<file path="src/verilog/drive_security_lock_pkg.sv">
// constants, register map and mode codes of the drive security lock gate
package drive_security_lock_pkg;

	// security command opcodes
	localparam logic [7:0] OP_SET_PW = 8'hf1;
	localparam logic [7:0] OP_UNLOCK = 8'hf2;
	localparam logic [7:0] OP_ERASE_PREP = 8'hf3;
	localparam logic [7:0] OP_ERASE_UNIT = 8'hf4;
	localparam logic [7:0] OP_FREEZE = 8'hf5;
	localparam logic [7:0] OP_DISABLE_PW = 8'hf6;

	// lock modes; boot is the one cycle after reset that reads nonvolatile state
	typedef enum logic [1:0] {
		MODE_LOCKED = 2'b00,
		MODE_UNLOCKED = 2'b01,
		MODE_FROZEN = 2'b10,
		MODE_BOOT = 2'b11
	} mode_t;

	// failed comparisons before unlock and erase unit are refused
	localparam int ATTEMPT_LIMIT = 5;

	// master password revision code
	localparam logic [15:0] REV_SHIPPED = 16'hfffe;
	localparam logic [15:0] REV_MIN = 16'h0001;
	localparam logic [15:0] REV_MAX = 16'hfffe;

	// identify words carried out, and the flag position in the second
	localparam int ID_WORD_REV = 92;
	localparam int ID_WORD_SEC = 128;
	localparam int ID_EXH_BIT = 4;

	// register map, byte addresses
	localparam int ADDR_W = 8;
	localparam logic [7:0] REG_STATUS = 8'h00;
	localparam logic [7:0] REG_IDENT = 8'h04;
	localparam logic [7:0] REG_CTRL = 8'h08;

	// status fields
	localparam int ST_MODE = 0;
	localparam int ST_LOCK_EN = 2;
	localparam int ST_MAX_LVL = 3;
	localparam int ST_EXH = 4;
	localparam int ST_MISS = 5;
	localparam int ST_PREP = 8;

	// control fields
	localparam int CTRL_HARD_RST = 0;

	// bus responses
	localparam logic [1:0] RESP_OKAY = 2'b00;
	localparam logic [1:0] RESP_SLVERR = 2'b10;

endpackage

</file>
<file path="src/verilog/drive_security_lock_gate.sv">
// security lock state machine and command gate with an AXI4-Lite status port
//
// How it works
// (RULE1) opcodes f1 to f6 are security commands
// (RULE2) locked refuses media commands until unlock or erase
// (RULE3) no user password means unlocked at power-on
// (RULE4) freeze lock: frozen until power removed
// (RULE5) high level: master password also unlocks
// (RULE6) maximum level: master unlocks only by erase
// (RULE7) master password never enables the lock
// (RULE8) revision code shown in identify word 92
// (RULE9) shipped revision code is fffe
// (RULE10) user password enables lock for next power-on
// (RULE11) lock enabled: media refused until unlock done
// (RULE12) one mismatch counter for both passwords
// (RULE13) five misses set flag, abort unlock, erase
// (RULE14) power-on or hard reset clear count, flag
// (RULE15) locked aborts media, cache, config, microcode commands; the gate aborts only those with cmd_media set, the rest execute
// (RULE16) locked still executes status and housekeeping commands
// (RULE17) unlocked and frozen execute ordinary commands
// (RULE18) host sets master password before enabling lock
// (RULE19) set password replaces master without enabling lock
// (RULE20) frozen aborts password, erase and unlock commands
// (RULE21) lock state, level, revision kept nonvolatile
`timescale 1ns/1ps

module drive_security_lock_gate
	import drive_security_lock_pkg::*;
#(
	parameter int PW_W = 32,
	parameter int ATTEMPTS = drive_security_lock_pkg::ATTEMPT_LIMIT
)
(
	// clock and power-on reset
	input wire logic clk,
	input wire logic rstn,
	// hard reset pin, asynchronous, active high
	input wire logic hard_rst_pin,
	// host command, one per cycle, same clock
	input wire logic cmd_valid,
	input wire logic [7:0] cmd_opcode,
	input wire logic cmd_media,
	input wire logic cmd_use_master,
	input wire logic cmd_max_level,
	input wire logic [PW_W-1:0] cmd_password,
	input wire logic [15:0] cmd_revision,
	// command verdict, one cycle after the command
	output logic cmd_done,
	output logic cmd_exec,
	output logic cmd_abort,
	output logic erase_all,
	// nonvolatile store, read in the cycle after reset
	input wire logic nv_lock_en_in,
	input wire logic nv_max_lvl_in,
	input wire logic [15:0] nv_rev_in,
	input wire logic [PW_W-1:0] nv_user_pw_in,
	input wire logic [PW_W-1:0] nv_master_pw_in,
	output logic nv_lock_en,
	output logic nv_max_lvl,
	output logic [15:0] nv_rev,
	output logic [PW_W-1:0] nv_user_pw,
	output logic [PW_W-1:0] nv_master_pw,
	// identify words
	output logic [15:0] id_word92,
	output logic [15:0] id_word128,
	// axi4-lite slave
	input wire logic awvalid,
	output logic awready,
	input wire logic [drive_security_lock_pkg::ADDR_W-1:0] awaddr,
	input wire logic wvalid,
	output logic wready,
	input wire logic [31:0] wdata,
	input wire logic [3:0] wstrb,
	output logic bvalid,
	input wire logic bready,
	output logic [1:0] bresp,
	input wire logic arvalid,
	output logic arready,
	input wire logic [drive_security_lock_pkg::ADDR_W-1:0] araddr,
	output logic rvalid,
	input wire logic rready,
	output logic [31:0] rdata,
	output logic [1:0] rresp
);
	import drive_security_lock_pkg::*;

	localparam int MW = $clog2(ATTEMPTS + 1);
	localparam logic [MW-1:0] LIM = MW'(ATTEMPTS);

	typedef struct packed {
		mode_t mode;
		logic [MW-1:0] miss;
		logic lock_en;
		logic max_lvl;
		logic [15:0] rev;
		logic [PW_W-1:0] upw;
		logic [PW_W-1:0] mpw;
		logic prep;
		logic [15:0] id128;
		logic done;
		logic exec;
		logic abort;
		logic erase;
		logic [2:0] hsync;
		logic hflt;
		logic awready;
		logic aw_got;
		logic [ADDR_W-1:0] awa;
		logic wready;
		logic w_got;
		logic [31:0] wd;
		logic [3:0] ws;
		logic bvalid;
		logic [1:0] bresp;
		logic arready;
		logic rvalid;
		logic [31:0] rdata;
		logic [1:0] rresp;
	} state_t;
	state_t cur, next;
	logic ctrl_hr;
	logic hr;
	logic sec;
	logic pw_ok;
	logic fail;
	logic ok;
	logic exh;
	logic [MW-1:0] base;
	logic [31:0] st;
	assign exh = cur.id128[ID_EXH_BIT];
	////////////////////////////////////////////////////////////////////////////
	// outputs straight from the state register
	assign cmd_done = cur.done;
	assign cmd_exec = cur.exec;
	assign cmd_abort = cur.abort;
	assign erase_all = cur.erase;
	assign nv_lock_en = cur.lock_en;
	assign nv_max_lvl = cur.max_lvl;
	assign nv_rev = cur.rev;
	assign nv_user_pw = cur.upw;
	assign nv_master_pw = cur.mpw;
	assign id_word92 = cur.rev; // [RULE8]
	assign id_word128 = cur.id128; // [RULE13]
	assign awready = cur.awready;
	assign wready = cur.wready;
	assign bvalid = cur.bvalid;
	assign bresp = cur.bresp;
	assign arready = cur.arready;
	assign rvalid = cur.rvalid;
	assign rdata = cur.rdata;
	assign rresp = cur.rresp;

	////////////////////////////////////////////////////////////////////////////
	// next state: bus slave, hard reset filter, lock machine
	always_comb
	begin
		next = cur;
		ctrl_hr = 1'b0;
		ok = 1'b1;
		fail = 1'b0;
		st = '0;
		next.done = 1'b0;
		next.exec = 1'b0;
		next.abort = 1'b0;
		next.erase = 1'b0;

		// status word from live state
		st[ST_MODE+:2] = cur.mode;
		st[ST_LOCK_EN] = cur.lock_en;
		st[ST_MAX_LVL] = cur.max_lvl;
		st[ST_EXH] = exh;
		st[ST_MISS+:MW] = cur.miss;
		st[ST_PREP] = cur.prep;

		// address and data may arrive in either order
		if (awvalid && cur.awready)
		begin
			next.aw_got = 1'b1;
			next.awa = awaddr;
		end
		if (wvalid && cur.wready)
		begin
			next.w_got = 1'b1;
			next.wd = wdata;
			next.ws = wstrb;
		end
		if (cur.bvalid && bready)
			next.bvalid = 1'b0;
		if (cur.aw_got && cur.w_got && !cur.bvalid)
		begin
			next.aw_got = 1'b0;
			next.w_got = 1'b0;
			next.bvalid = 1'b1;
			next.bresp = RESP_OKAY;
			// status and ident are read only; writes there are ignored
			if (cur.awa == REG_CTRL)
				ctrl_hr = cur.ws[0] && cur.wd[CTRL_HARD_RST];
			else if (cur.awa != REG_STATUS && cur.awa != REG_IDENT)
				next.bresp = RESP_SLVERR;
		end
		next.awready = !next.aw_got && !next.bvalid;
		next.wready = !next.w_got && !next.bvalid;

		// read channel
		if (cur.rvalid && rready)
			next.rvalid = 1'b0;
		if (arvalid && cur.arready)
		begin
			next.rvalid = 1'b1;
			next.rresp = RESP_OKAY;
			next.rdata = '0;
			if (araddr == REG_STATUS)
				next.rdata = st;
			else if (araddr == REG_IDENT)
				next.rdata[15:0] = cur.rev;
			else if (araddr != REG_CTRL)
				next.rresp = RESP_SLVERR;
		end
		next.arready = !next.rvalid;

		// hard reset pin: a level counts once stages two and three agree
		next.hsync = {cur.hsync[1:0], hard_rst_pin};
		if (cur.hsync[2] == cur.hsync[1])
			next.hflt = cur.hsync[2];
		hr = (next.hflt && !cur.hflt) || ctrl_hr;

		// password check for the selected password
		sec = cmd_opcode >= OP_SET_PW && cmd_opcode <= OP_DISABLE_PW; // [RULE1]
		pw_ok = cmd_use_master ? (cmd_password == cur.mpw) : (cmd_password == cur.upw);
		if (hr)
			next.prep = 1'b0; // cleared first: a prepare taken in the same cycle wins

		unique case (cur.mode)
			MODE_BOOT:
			begin
				// nonvolatile state picks the first mode
				next.lock_en = nv_lock_en_in; // [RULE21]
				next.max_lvl = nv_max_lvl_in;
				next.rev = nv_rev_in;
				next.upw = nv_user_pw_in;
				next.mpw = nv_master_pw_in;
				next.mode = nv_lock_en_in ? MODE_LOCKED : MODE_UNLOCKED; // [RULE3] [RULE11]
			end
			MODE_LOCKED, MODE_UNLOCKED, MODE_FROZEN:
			begin
				if (cmd_valid)
				begin
					next.done = 1'b1;
					if (cur.mode == MODE_FROZEN && sec && cmd_opcode != OP_FREEZE)
						ok = 1'b0; // [RULE4] [RULE20]
					else if (cur.mode == MODE_LOCKED && cmd_media)
						ok = 1'b0; // [RULE2] [RULE11] [RULE15]
					else if (cur.mode == MODE_LOCKED && (cmd_opcode == OP_SET_PW ||
						cmd_opcode == OP_FREEZE || cmd_opcode == OP_DISABLE_PW))
						ok = 1'b0; // [RULE2]
					else if (exh && (cmd_opcode == OP_UNLOCK || cmd_opcode == OP_ERASE_UNIT))
						ok = 1'b0; // [RULE13]
					else if (cmd_opcode == OP_SET_PW)
					begin
						if (cmd_use_master)
						begin
							// master changes leave the lock function alone
							next.mpw = cmd_password; // [RULE7] [RULE19]
							if (cmd_revision >= REV_MIN && cmd_revision <= REV_MAX)
								next.rev = cmd_revision; // [RULE8]
						end
						else
						begin
							next.upw = cmd_password;
							next.lock_en = 1'b1; // [RULE10]
							next.max_lvl = cmd_max_level;
						end
					end
					else if (cmd_opcode == OP_UNLOCK)
					begin
						// maximum level: master may only erase, so refuse here
						if (cmd_use_master && cur.max_lvl)
							ok = 1'b0; // [RULE6]
						else if (pw_ok)
							next.mode = MODE_UNLOCKED; // [RULE2] [RULE5]
						else
							fail = 1'b1;
					end
					else if (cmd_opcode == OP_ERASE_UNIT)
					begin
						if (!cur.prep)
							ok = 1'b0;
						else if (pw_ok)
						begin
							next.erase = 1'b1; // [RULE6]
							next.upw = '0;
							next.lock_en = 1'b0;
							next.mode = MODE_UNLOCKED; // [RULE2]
						end
						else
							fail = 1'b1;
					end
					else if (cmd_opcode == OP_FREEZE)
						next.mode = MODE_FROZEN; // [RULE4]
					else if (cmd_opcode == OP_DISABLE_PW)
					begin
						if (cmd_use_master && cur.max_lvl)
							ok = 1'b0;
						else if (pw_ok)
						begin
							next.upw = '0;
							next.lock_en = 1'b0;
						end
						else
							fail = 1'b1;
					end
					// everything else passes: unlocked, frozen, or locked housekeeping
					next.exec = ok && !fail; // [RULE16] [RULE17]
					next.abort = !ok || fail;
					// erase unit is only honoured right after erase prepare
					next.prep = ok && cmd_opcode == OP_ERASE_PREP;
				end
			end
		endcase

		// counter: a miss in the hard reset cycle still counts
		base = hr ? '0 : cur.miss; // [RULE14]
		next.miss = base;
		if (fail && base < LIM)
			next.miss = base + MW'(1); // [RULE12]
		next.id128 = '0;
		next.id128[ID_EXH_BIT] = next.miss >= LIM; // [RULE13]
	end

	////////////////////////////////////////////////////////////////////////////
	// state register; shipped values stand until nonvolatile state is read
	always_ff @(posedge clk or negedge rstn)
	begin
		if (!rstn)
		begin
			cur <= '0;
			cur.mode <= MODE_BOOT;
			cur.rev <= REV_SHIPPED; // [RULE9]
			cur.awready <= 1'b1;
			cur.wready <= 1'b1;
			cur.arready <= 1'b1;
		end
		else
			cur <= next;
	end
endmodule

</file>
<file path="config.mk">
export PLATFORM = sky130hd
export DESIGN_NAME = drive_security_lock_gate
export DESIGN_NICKNAME = d
export VERILOG_FILES = /design/src/verilog/drive_security_lock_pkg.sv /design/src/verilog/drive_security_lock_gate.sv
export SDC_FILE = /design/constraint.sdc
export NUM_CORES = 1
export LEC_CHECK = 0
export ABC_AREA = 1
export BUFFER_PORTS_ARGS = -buffer_cell sky130_fd_sc_hd__buf_2
export CAP_MARGIN = 30
export CORE_MARGIN = 2
export CORE_UTILIZATION = 45
export DETAILED_ROUTE_END_ITERATION = 7
export GPL_ROUTABILITY_DRIVEN = 0
export GPL_TIMING_DRIVEN = 0
export PLACE_DENSITY = 0.76
export SLEW_MARGIN = 20
export SYNTH_ARGS = -nofsm -noshare
export SYNTH_HDL_FRONTEND = slang
export SYNTH_SLANG_ARGS = --single-unit
</file>
<file path="constraint.sdc">
create_clock -name clk -period 1.85 [get_ports clk]
set_input_delay 0.37 -clock clk [delete_from_list [all_inputs] [get_ports clk]]
set_output_delay 0.37 -clock clk [all_outputs]
set_load 0.05 [all_outputs]
</file>
==> results.md, run 1 <==
- Area grow syn2layout: 45.7%
- RSZ-0062 raised after global routing: true
- Floorplan Core Area: 0.0195 mm^2
- Clock latency of the later-clocked register in the worst-skew pair: 430 ps
- Effective utilization at floorplan: 0.457
- Predominant post-synthesis flop cell: sky130_fd_sc_hd__dfrtp_1
- Max Cap Viol: 0
- Power per cell area: 687 mW/mm^2
- Detailed-route via count: 10,109
- Clock slew at reported path FFs: 60 ps
- First-pass DRT Iterations: 5
- Slack of the worst reg-to-reg path: -140 ps
- Post-route total power: 8910 uW
- Number of synthesized register bits: 132
- Maximum fanout along the worst path: 6
- Number of inserted filler cells in the final layout: 1,621
- Detail-routed via count per cell: 5.07
- Initial antenna violation count: 5
- Largest net degree at the start of global routing: 98
- Proportion of synthesized flip-flops having asynchronous set or reset: 1.00
- Die Width: 145 um
- Floorplan die area: 0.0209 mm^2
- Final cell count without fillers: 1,994
- Max-Slew Margin vs Limit: 0.401
- Violated checks: setup timing
- Drc violations: 0
- Port bufs: 292
- Proportion of synthesized chip area in sequential cells: 0.374
- IO Pins: 361
- Gr usage total: 0.292
- Setup slack of the critical path after layout: -143 ps
- Warning count from the yosys run: 0
- CTS tree: yes
- Leading cell types in the layout, fill and taps excluded: 421 x sky130_fd_sc_hd__nand2_1, 292 x sky130_fd_sc_hd__buf_2, 205 x sky130_fd_sc_hd__buf_4
- Maximum buffer depth of the clock tree: 2
- Number of hold violations in the final report: 0
- Clock period minus worst slack: 1990 ps
- Startpoint type of the worst setup path: register
- Post-Synthesis Cells: 1,304
- Count of final setup violators: 69
- Area of the mapped netlist: 0.00890 mm^2
- Kind of capture point of the worst setup path: register
- Critical path required time: 2160 ps
- Post-place setup slack: -839 ps
- Class of the most critical hold timing path: in -> reg
- LEAKAGE: 0.00725 uW
- Number of flops mapped to enable cells by yosys: 0
- Number of distinct library cells after synthesis: 40
- Drt total wl: 32.8 mm
- Commonest non-fill, non-tap cell in the layout: sky130_fd_sc_hd__nand2_1
- Mean cell area of the mapped netlist: 6.83 um^2
- Nets: 1,917
- Fmax: 502 MHz
- Number of pins with negative max-slew slack in the final report: 0
- Final clock skew: 9.82 ps
- Number of buffers created by CTS: 17
- Detailed-route wire length per cell: 16.4 um
- Vias in the first global route: 9,163
- Final worst path period share: 1.08
- First-pass GRT wire length: 46.4 mm
- Result of the run: complete, but fails checks
- Crit path kind: reg -> reg
- Dpl hpwl: 22.9 mm
- DRT antenna net count: 0
- Die boundary height: 145 um
- Sinks on the clock net: 132
- Fraction of layout instances using a drive strength above 1: 0.427
- Starting DRC count in detailed routing: 656
- Placed insts: 1,894
- # rows: 51
- Worst-case vdd ir drop: 623 uV
- Pin slew with the least headroom to its limit: 890 ps
- Arrival time at the worst endpoint: 2310 ps
- Clock tree root driver cell: sky130_fd_sc_hd__clkbuf_16
- Number of levels the H-tree was split into: 4
- Sum of overflow across all layers after global routing: 0
## final timing paths
path,from,end,depth (start not counted)
max,nv_master_pw[12]$_DFFE_PN0P_,nv_user_pw[16]$_DFFE_PN0P_,15
min,hard_rst_pin,cur[88]$_DFF_PN0_,1
max reg2reg,nv_master_pw[12]$_DFFE_PN0P_,nv_user_pw[16]$_DFFE_PN0P_,15
min reg2reg,cur[88]$_DFF_PN0_,cur[89]$_DFF_PN0_,0
max in group asynchronous,rstn,cur[198]$_DFFE_PN1P_,3
min in group asynchronous,rstn,nv_user_pw[14]$_DFFE_PN0P_,2
## worst max-delay path: stages (launching register included)
cell and delay (ps):
sky130_fd_sc_hd__dfrtp_1 410, sky130_fd_sc_hd__nand2_1 100, sky130_fd_sc_hd__nand2_1 70, sky130_fd_sc_hd__nand2_1 60, sky130_fd_sc_hd__nand2_1 80, sky130_fd_sc_hd__nor2_2 120
sky130_fd_sc_hd__nand2_1 80, sky130_fd_sc_hd__nor2_1 90, sky130_fd_sc_hd__nand2_1 90, sky130_fd_sc_hd__nor2_4 150, sky130_fd_sc_hd__o21ai_2 90, sky130_fd_sc_hd__nand2_4 130
sky130_fd_sc_hd__nand2_8 110, sky130_fd_sc_hd__buf_8 170, sky130_fd_sc_hd__nand2_1 60, sky130_fd_sc_hd__nand2_1 60
## flip-flops by register name, indices dropped and copies added, names as in the netlist
| name | count |
|---|---|
| nv_master_pw | 32 |
| nv_user_pw | 32 |
| cur | 22 |
| id_word92 | 16 |
| rdata | 16 |
| arready | 1 |
| awready | 1 |
| bresp | 1 |
| bvalid | 1 |
| cmd_abort | 1 |
| cmd_done | 1 |
| cmd_exec | 1 |
| erase_all | 1 |
| id_word128 | 1 |
| nv_lock_en | 1 |
| nv_max_lvl | 1 |
| rresp | 1 |
| rvalid | 1 |
| wready | 1 |
## layout make-up
| type | instances | area (um^2) | share of cell area |
|---|---|---|---|
| Inverter | 132 | 505 | 0.0390 |
| Sequential cell | 132 | 3330 | 0.257 |
| Buffer | 196 | 1590 | 0.123 |
| Tap cell | 265 | 332 | 0.0256 |
| Clock buffer | 17 | 425 | 0.0328 |
| Antenna cell | 2 | 5.00 | 0.000386 |
| Multi-Input combinational cell | 876 | 4430 | 0.342 |
| Timing Repair Buffer | 359 | 2150 | 0.165 |
| Clock inverter | 15 | 204 | 0.0157 |
## power breakdown
| group | switching, uW | internal, uW | leakage [uW] |
|---|---|---|---|
| clock network | 1400 | 2270 | 0.000308 |
| registers | 159 | 3150 | 0.00172 |
| logic | 1300 | 645 | 0.00522 |
## Yosys cell counts, types with 2 or more instances
library cell	count	area (um^2)
sky130_fd_sc_hd__o21ai_1	8	40.0
sky130_fd_sc_hd__a21oi_1	8	40.0
sky130_fd_sc_hd__nand4_1	9	56.3
sky130_fd_sc_hd__buf_6	3	33.8
sky130_fd_sc_hd__o21ai_0	77	385
sky130_fd_sc_hd__inv_1	127	477
sky130_fd_sc_hd__nor3_1	4	20.0
sky130_fd_sc_hd__dfstp_2	20	526
sky130_fd_sc_hd__buf_4	156	1170
sky130_fd_sc_hd__nand3_1	103	515
sky130_fd_sc_hd__clkinv_1	4	15.0
sky130_fd_sc_hd__a31oi_1	31	194
sky130_fd_sc_hd__nor4_1	8	50.1
sky130_fd_sc_hd__o211ai_1	9	67.6
sky130_fd_sc_hd__nor2_4	2	22.5
sky130_fd_sc_hd__clkbuf_1	17	63.8
sky130_fd_sc_hd__buf_2	19	95.1
sky130_fd_sc_hd__nor2_1	84	315
sky130_fd_sc_hd__nor2_2	2	12.5
sky130_fd_sc_hd__nand3b_1	7	52.6
sky130_fd_sc_hd__dfrtp_1	112	2800
sky130_fd_sc_hd__nand2_4	2	22.5
sky130_fd_sc_hd__nand2_1	475	1780
## cells by family (layout without fill, tap and decap cells)
| group | count (synthesis) | count (layout) | share of synthesized area |
|---|---|---|---|
| and+or+nand+nor | 701 | 701 | 0.326 |
| buffers and inverters | 328 | 719 | 0.210 |
| AOI/OAI and AO/OA | 141 | 141 | 0.0891 |
| DFF | 132 | 132 | 0.374 |
| adders and majority gates | 1 | 1 | 0.00141 |
| other | 1 | 35 | 0.000421 |
## metal layers
layer	routed length (um)	share of wire	track usage
met4	1580	0.048	0.129
met3	2970	0.091	0.0622
met5	41	0.0013	0
met1	12000	0.37	0.345
met2	16100	0.49	0.511
## through the flow
| stage | cell area [um^2] | hold slack (ps) | utilization | setup TNS [ps] |
|---|---|---|---|---|
| floorplan | 9080 | 74.4 | - | -838 |
| global placement | 10900 | 335 | 0.559 | -233550 |
| CTS | 12100 | 55.5 | 0.622 | -896 |
| global route | 13000 | 46.4 | 0.667 | -14340 |
| detailed placement | 10900 | 265 | 0.561 | -66000 |
| finish | 13000 | 65.9 | 0.667 | -6280 |
## repair_timing
item,CTS,global route
setup buffers,30,28
setup endpoints to repair,91,99
hold buffers,1,0
endpoints found under the hold margin,26,0
gates cloned,1,6
pin swaps,17,11
gates resized for setup,83,168
(Power assumes the default switching activity.)
==> run 2, diff against run 1 <==
--- a/config.mk
+++ b/config.mk
@@ -6,7 +6,7 @@
 export NUM_CORES = 1
 export LEC_CHECK = 0
 export ABC_AREA = 1
-export BUFFER_PORTS_ARGS = -buffer_cell sky130_fd_sc_hd__buf_2
+export BUFFER_PORTS_ARGS = -buffer_cell sky130_fd_sc_hd__buf_4
 export CAP_MARGIN = 30
 export CORE_MARGIN = 2
 export CORE_UTILIZATION = 45
==> results.md, run 2 (same netlist as run 1, synthesis figures left out) <==
- Class of the most critical hold timing path: in -> reg
- Die Width: 145 um (unchanged)
- Initial antenna violation count: 1 (-4)
- Sum of overflow across all layers after global routing: 0 (unchanged)
- IO Pins: 361 (unchanged)
- Cell type with the highest occurrence count on the critical path: sky130_fd_sc_hd__nand2_1
- CP peak stage delay: 380 ps (-30 ps)
- Power per cell area: 666 mW/mm^2 (-3.1%)
- Drc violations: 0 (unchanged)
- Max Cap Viol: 0 (unchanged)
- Maximum buffer depth of the clock tree: 2 (unchanged)
- Slowest-stage cell, CP: sky130_fd_sc_hd__dfrtp_1
- CTS tree: yes
- Final sum of negative setup slack: -3910 ps (+2370 ps)
- Antenna diode instance count: 0 (-2)
- Crit path kind: reg -> reg
- Detailed-route via count: 9,977 (-1.3%)
- Detailed-route wire length per cell: 16.0 um (-2.5%)
- Crit path buf inv count: 3 (+2)
- Number of buffers created by CTS: 17 (unchanged)
- Count of final setup violators: 76 (+10%)
- Startpoint type of the worst setup path: register
- Clock period minus worst slack: 1950 ps (-42.1 ps)
- Setup slack of the critical path after layout: -101 ps (+42.1 ps)
- Gr usage total: 0.289 (-0.00267)
- Effective utilization at floorplan: 0.457 (unchanged)
- Max-Slew Margin vs Limit: 0.367 (-0.0348)
- RSZ-0062 raised after global routing: true
- Kind of capture point of the worst setup path: register
- Crit-path leading delay family: simple AND/OR/NAND/NOR gates
- Largest net degree at the start of global routing: 91 (-7.1%)
- Floorplan die area: 0.0209 mm^2 (unchanged)
- Number of pins with negative max-slew slack in the final report: 0 (unchanged)
- Vias in the first global route: 9,256 (+1.0%)
- Drt total wl: 31.8 mm (-2.9%)
- Area grow syn2layout: 49.5%
- Result of the run: complete, but fails checks
- # rows: 51 (unchanged)
- Floorplan Core Area: 0.0195 mm^2 (unchanged)
- Commonest non-fill, non-tap cell in the layout: sky130_fd_sc_hd__buf_4
- Post-place setup slack: -795 ps (+44.0 ps)
- Number of hold violations in the final report: 0 (unchanged)
- Number of levels the H-tree was split into: 4 (unchanged)
- Detail-routed via count per cell: 5.03 (-0.86%)
- Sinks on the clock net: 132 (unchanged)
- Final worst path period share: 1.05 (-0.0227)
- DRT antenna net count: 0 (unchanged)
- Fraction of layout instances using a drive strength above 1: 0.404 (-0.0233)
- Maximum fanout along the worst path: 7 (+1)
- Die boundary height: 145 um (unchanged)
- Arrival time at the worst endpoint: 2270 ps (-40 ps)
- Worst-case vdd ir drop: 585 uV (-6.1%)
- Post-route total power: 8860 uW (-0.54%)
- Fmax: 513 MHz (+2.2%)
- First-pass DRT Iterations: 5 (unchanged)
- Starting DRC count in detailed routing: 728 (+11%)
- Leading cell types in the layout, fill and taps excluded: 492 x sky130_fd_sc_hd__buf_4, 421 x sky130_fd_sc_hd__nand2_1, 126 x sky130_fd_sc_hd__inv_1
- Clock tree root driver cell: sky130_fd_sc_hd__clkbuf_16
- Final clock skew: 9.49 ps (-0.330 ps)
- First-pass GRT wire length: 46.1 mm (-0.61%)
- Pin slew with the least headroom to its limit: 942 ps (+51.7 ps)
- LEAKAGE: 0.00727 uW (+0.35%)
- Clock slew at reported path FFs: 60 ps (about the same)
- Number of inserted filler cells in the final layout: 1,623 (+0.12%)
- Cell Chain, Critical Path: inv_1 > nand2_1 > nand3_1 > nand2_2 > nand2_2 > inv_1 > nand2_1 > nor2_1 > nand2_1 > nor2_4 > o21ai_2 > nand2_4 > nand2_8 > clkbuf_16 > nand2_1 > nand2_1
- Nets: 1,910 (-0.37%)
- Critical path required time: 2170 ps (about the same)
- Clock latency of the later-clocked register in the worst-skew pair: 430 ps (about the same)
- Violated checks: setup timing
- Dpl hpwl: 23.3 mm (+2.0%)
- Port bufs: 292 (unchanged)
-- run 2: worst paths after layout --
check	from	to	slack (ps)	cells after the start
hold reg to reg	cur[88]$_DFF_PN0_	cur[89]$_DFF_PN0_	360	0
hold / removal	hard_rst_pin	cur[88]$_DFF_PN0_	70	1
max in group asynchronous	rstn	id_word92[7]$_DFFE_PN1P_	640	3
min in group asynchronous	rstn	nv_master_pw[15]$_DFFE_PN0P_	410	2
setup / recovery	nv_user_pw[15]$_DFFE_PN0P_	nv_user_pw[18]$_DFFE_PN0P_	-100	16
setup reg to reg	nv_user_pw[15]$_DFFE_PN0P_	nv_user_pw[18]$_DFFE_PN0P_	-100	16
-- run 2: layout make-up --
| cell class | instances | area [um^2] | area share |
|---|---|---|---|
| plain buffers | 195 | 1580 | 0.119 |
| clock buffers | 17 | 425 | 0.0320 |
| clock inverters | 15 | 174 | 0.0131 |
| inverters | 132 | 507 | 0.0381 |
| multi-input cells | 876 | 4200 | 0.315 |
| flip-flops and latches | 132 | 3330 | 0.250 |
| well taps | 265 | 332 | 0.0249 |
| repair buffers | 353 | 2770 | 0.208 |
-- run 2: power by group --
| group | switching (uW) | internal [uW] |
|---|---|---|
| Clock | 1420 | 2020 |
| Sequential | 156 | 3150 |
| Combinational | 1290 | 817 |
-- run 2: timing repair --
item	4_1_cts	5_1_grt
endpoints found under the hold margin	41	0
buffers inserted	34	21
cloned	1	3
hold buffers	1	0
pin swaps	16	26
gates resized for setup	80	111
setup endpoints to repair	91	99
-- run 2: through the flow --
step                      instances  cell area (um^2)  hold WS (ps)  utilization
final                          1985             13300          70.2        0.684
after global routing           1985             13300          51.0        0.684
after CTS                      1961             12800          56.4        0.657
after detailed placement       1894             11600           278        0.598
after global placement         1893             11600           336        0.596
after floorplan                1336              9080          74.4            -
-- run 2: metal layers --
metal	global-route usage	wire length [um]	vias to the layer above
met5	0	13	-
met4	0.140	1100	2
met3	0.0648	2660	84
met2	0.495	15800	496
met1	0.345	12200	4620
li1	-	-	4775
-- run 2: worst register-to-register path, cell delays in order, from the launching register on --
cell                        delay (ps)
sky130_fd_sc_hd__dfrtp_1           380
sky130_fd_sc_hd__inv_1              60
sky130_fd_sc_hd__nand2_1            70
sky130_fd_sc_hd__nand3_1           100
sky130_fd_sc_hd__nand2_2           120
sky130_fd_sc_hd__nand2_2            70
sky130_fd_sc_hd__inv_1              50
sky130_fd_sc_hd__nand2_1            50
sky130_fd_sc_hd__nor2_1             90
sky130_fd_sc_hd__nand2_1           110
sky130_fd_sc_hd__nor2_4            130
sky130_fd_sc_hd__o21ai_2            90
sky130_fd_sc_hd__nand2_4           120
sky130_fd_sc_hd__nand2_8           110
sky130_fd_sc_hd__clkbuf_16         190
sky130_fd_sc_hd__nand2_1            60
sky130_fd_sc_hd__nand2_1            40
==> run 3, diff against run 2 <==
--- a/config.mk
+++ b/config.mk
@@ -14,6 +14,7 @@
 export GPL_ROUTABILITY_DRIVEN = 0
 export GPL_TIMING_DRIVEN = 0
 export PLACE_DENSITY = 0.76
+export RECOVER_POWER = 25
 export SLEW_MARGIN = 20
 export SYNTH_ARGS = -nofsm -noshare
 export SYNTH_HDL_FRONTEND = slang
==> results.md, run 3 (same netlist as run 1, synthesis figures left out) <==
- LEAKAGE: 0.00727 uW (about the same)
- Detail-routed via count per cell: 5.04 (+0.19%)
- Initial antenna violation count: 1 (unchanged)
- Drt total wl: 31.9 mm (+0.16%)
- IO Pins: 361 (unchanged)
- Power per cell area: 664 mW/mm^2 (-0.19%)
- Gr usage total: 0.289 (unchanged)
- Clock latency of the later-clocked register in the worst-skew pair: 430 ps (about the same)
- Number of pins with negative max-slew slack in the final report: 0 (unchanged)
- Setup slack of the critical path after layout: -106 ps (-5.01 ps)
- Pin slew with the least headroom to its limit: 1150 ps (+211 ps)
- Global-route met1 utilization: 0.345 (unchanged)
- Count of final setup violators: 77 (+1.3%)
- Arrival time at the worst endpoint: 2270 ps (about the same)
- Crit path kind: reg -> reg
- Post-place setup slack: -795 ps (unchanged)
- Result of the run: complete, but fails checks
- Detailed-route via count: 9,996 (+0.19%)
- Clock slew at reported path FFs: 60 ps (about the same)
- Fraction of layout instances using a drive strength above 1: 0.403 (-0.00116)
- Vias in the first global route: 9,256 (unchanged)
- Drc violations: 0 (unchanged)
- Clock period minus worst slack: 1960 ps (+5.01 ps)
- Die Width: 145 um (unchanged)
- Number of inserted filler cells in the final layout: 1,626 (+0.18%)
- Most heavily used metal layer in global routing: met2
- Effective utilization at floorplan: 0.457 (unchanged)
- Die boundary height: 145 um (unchanged)
- Largest net degree at the start of global routing: 91 (unchanged)
- Commonest non-fill, non-tap cell in the layout: sky130_fd_sc_hd__buf_4
- First-pass DRT Iterations: 5 (unchanged)
- Combined area of the multi-input logic cells: 0.00418 mm^2 (-0.30%)
- RSZ-0062 raised after global routing: true
- Number of hold violations in the final report: 0 (unchanged)
- DRT antenna net count: 0 (unchanged)
- Detailed-route wire length per cell: 16.0 um (+0.16%)
- Nets: 1,910 (unchanged)
- Clock tree root driver cell: sky130_fd_sc_hd__clkbuf_16
- Number of levels the H-tree was split into: 4 (unchanged)
- Final clock skew: 10.0 ps (+0.549 ps)
- Maximum buffer depth of the clock tree: 2 (unchanged)
- Placed insts: 1,894 (unchanged)
- Reg area: 0.00333 mm^2 (unchanged)
- Area grow syn2layout: 49.3%
- Kind of capture point of the worst setup path: register
- Leading cell types in the layout, fill and taps excluded: 491 x sky130_fd_sc_hd__buf_4, 421 x sky130_fd_sc_hd__nand2_1, 126 x sky130_fd_sc_hd__inv_1
- Routing usage on met3: 0.0648 (unchanged)
- Max-Slew Margin vs Limit: 0.231 (-0.135)
- Floorplan die area: 0.0209 mm^2 (unchanged)
- Class of the most critical hold timing path: in -> reg
- Number of buffers created by CTS: 17 (unchanged)
- Final sum of negative setup slack: -3980 ps (-64.5 ps)
- Max Cap Viol: 0 (unchanged)
- Final cell count without fillers: 1,985 (unchanged)
- Reg-to-Reg Start: nv_master_pw[15]$_DFFE_PN0P_
- CTS tree: yes
- Start point of the critical path: nv_master_pw[15]$_DFFE_PN0P_
- Sum of overflow across all layers after global routing: 0 (unchanged)
- Sinks on the clock net: 132 (unchanged)
- Worst-case vdd ir drop: 585 uV (-0.12%)
- M2 GR Usage: 0.495 (unchanged)
- First-pass GRT wire length: 46.1 mm (unchanged)
- Dpl hpwl: 23.3 mm (unchanged)
- # rows: 51 (unchanged)
- Violated checks: setup timing
- Fmax: 511 MHz (-0.26%)
- Critical path required time: 2170 ps (about the same)
- Startpoint of the worst hold path: hard_rst_pin
- Antenna diode instance count: 0 (unchanged)
- Final worst path period share: 1.06 (+0.00271)
- Port bufs: 292 (unchanged)
- Maximum fanout along the worst path: 7 (unchanged)
- Floorplan Core Area: 0.0195 mm^2 (unchanged)
- Startpoint type of the worst setup path: register
- Starting DRC count in detailed routing: 655 (-10%)
run 3: path summary, 6_finish.rpt:
| kind | to | slack, ps | cells past startpoint |
|---|---|---|---|
| worst min-delay path | cur[88]$_DFF_PN0_ | 90 | 1 |
| worst max register to register | nv_user_pw[18]$_DFFE_PN0P_ | -110 | 16 |
| worst max-delay path | nv_user_pw[18]$_DFFE_PN0P_ | -110 | 16 |
| min in group asynchronous | nv_master_pw[15]$_DFFE_PN0P_ | 700 | 2 |
| worst min register to register | cur[89]$_DFF_PN0_ | 360 | 0 |
| max in group asynchronous | id_word92[7]$_DFFE_PN1P_ | 100 | 3 |
run 3: cell type report:
class / count / share of cell area
clock inverters: 15 / 0.0131
clock buffers: 17 / 0.0320
inverters: 132 / 0.0381
well taps: 265 / 0.0249
plain buffers: 195 / 0.119
multi-input cells: 876 / 0.315
repair buffers: 353 / 0.208
flip-flops and latches: 132 / 0.251
run 3: repair_timing:
action	in CTS	in global routing
hold buffers	1	0
resized for setup	80	111
endpoints found under the setup margin	91	99
setup buffers	34	21
gates cloned	1	3
pin swaps	16	26
hold endpoints to repair	41	0
run 3: routing by layer:
metal,up-vias,wire [um]
li1,4776,-
met1,4622,12300
met3,89,2620
met4,2,1130
met2,507,15800
met5,-,8
run 3: worst max-delay path: stages (launching register included):
cell and delay (ps):
sky130_fd_sc_hd__dfrtp_1 380, sky130_fd_sc_hd__inv_1 60, sky130_fd_sc_hd__nand2_1 70, sky130_fd_sc_hd__nand3_1 110
sky130_fd_sc_hd__nand2_2 120, sky130_fd_sc_hd__nand2_2 70, sky130_fd_sc_hd__inv_1 40, sky130_fd_sc_hd__nand2_1 40
sky130_fd_sc_hd__nor2_1 100, sky130_fd_sc_hd__nand2_1 110, sky130_fd_sc_hd__nor2_4 130, sky130_fd_sc_hd__o21ai_2 90
sky130_fd_sc_hd__nand2_4 120, sky130_fd_sc_hd__nand2_8 120, sky130_fd_sc_hd__clkbuf_16 190, sky130_fd_sc_hd__nand2_1 60
sky130_fd_sc_hd__nand2_1 40
run 3: report_power, final:
part | total [uW] | internal (uW) | switching [uW]
logic | 2100 | 806 | 1290
clock network | 3440 | 2020 | 1420
registers | 3290 | 3140 | 145
total | 8830 | 5970 | 2860
run 3: stage by stage:
stage	hold WS [ps]	total power, uW	area [um^2]	utilization
3_5_place_dp	278	5270	11600	0.598
4_1_cts	56.4	8760	12800	0.657
5_1_grt	75.1	9200	13300	0.683
3_3_place_gp	336	5220	11600	0.596
2_1_floorplan	74.4	4520	9080	-
6_report	94.8	8830	13300	0.683
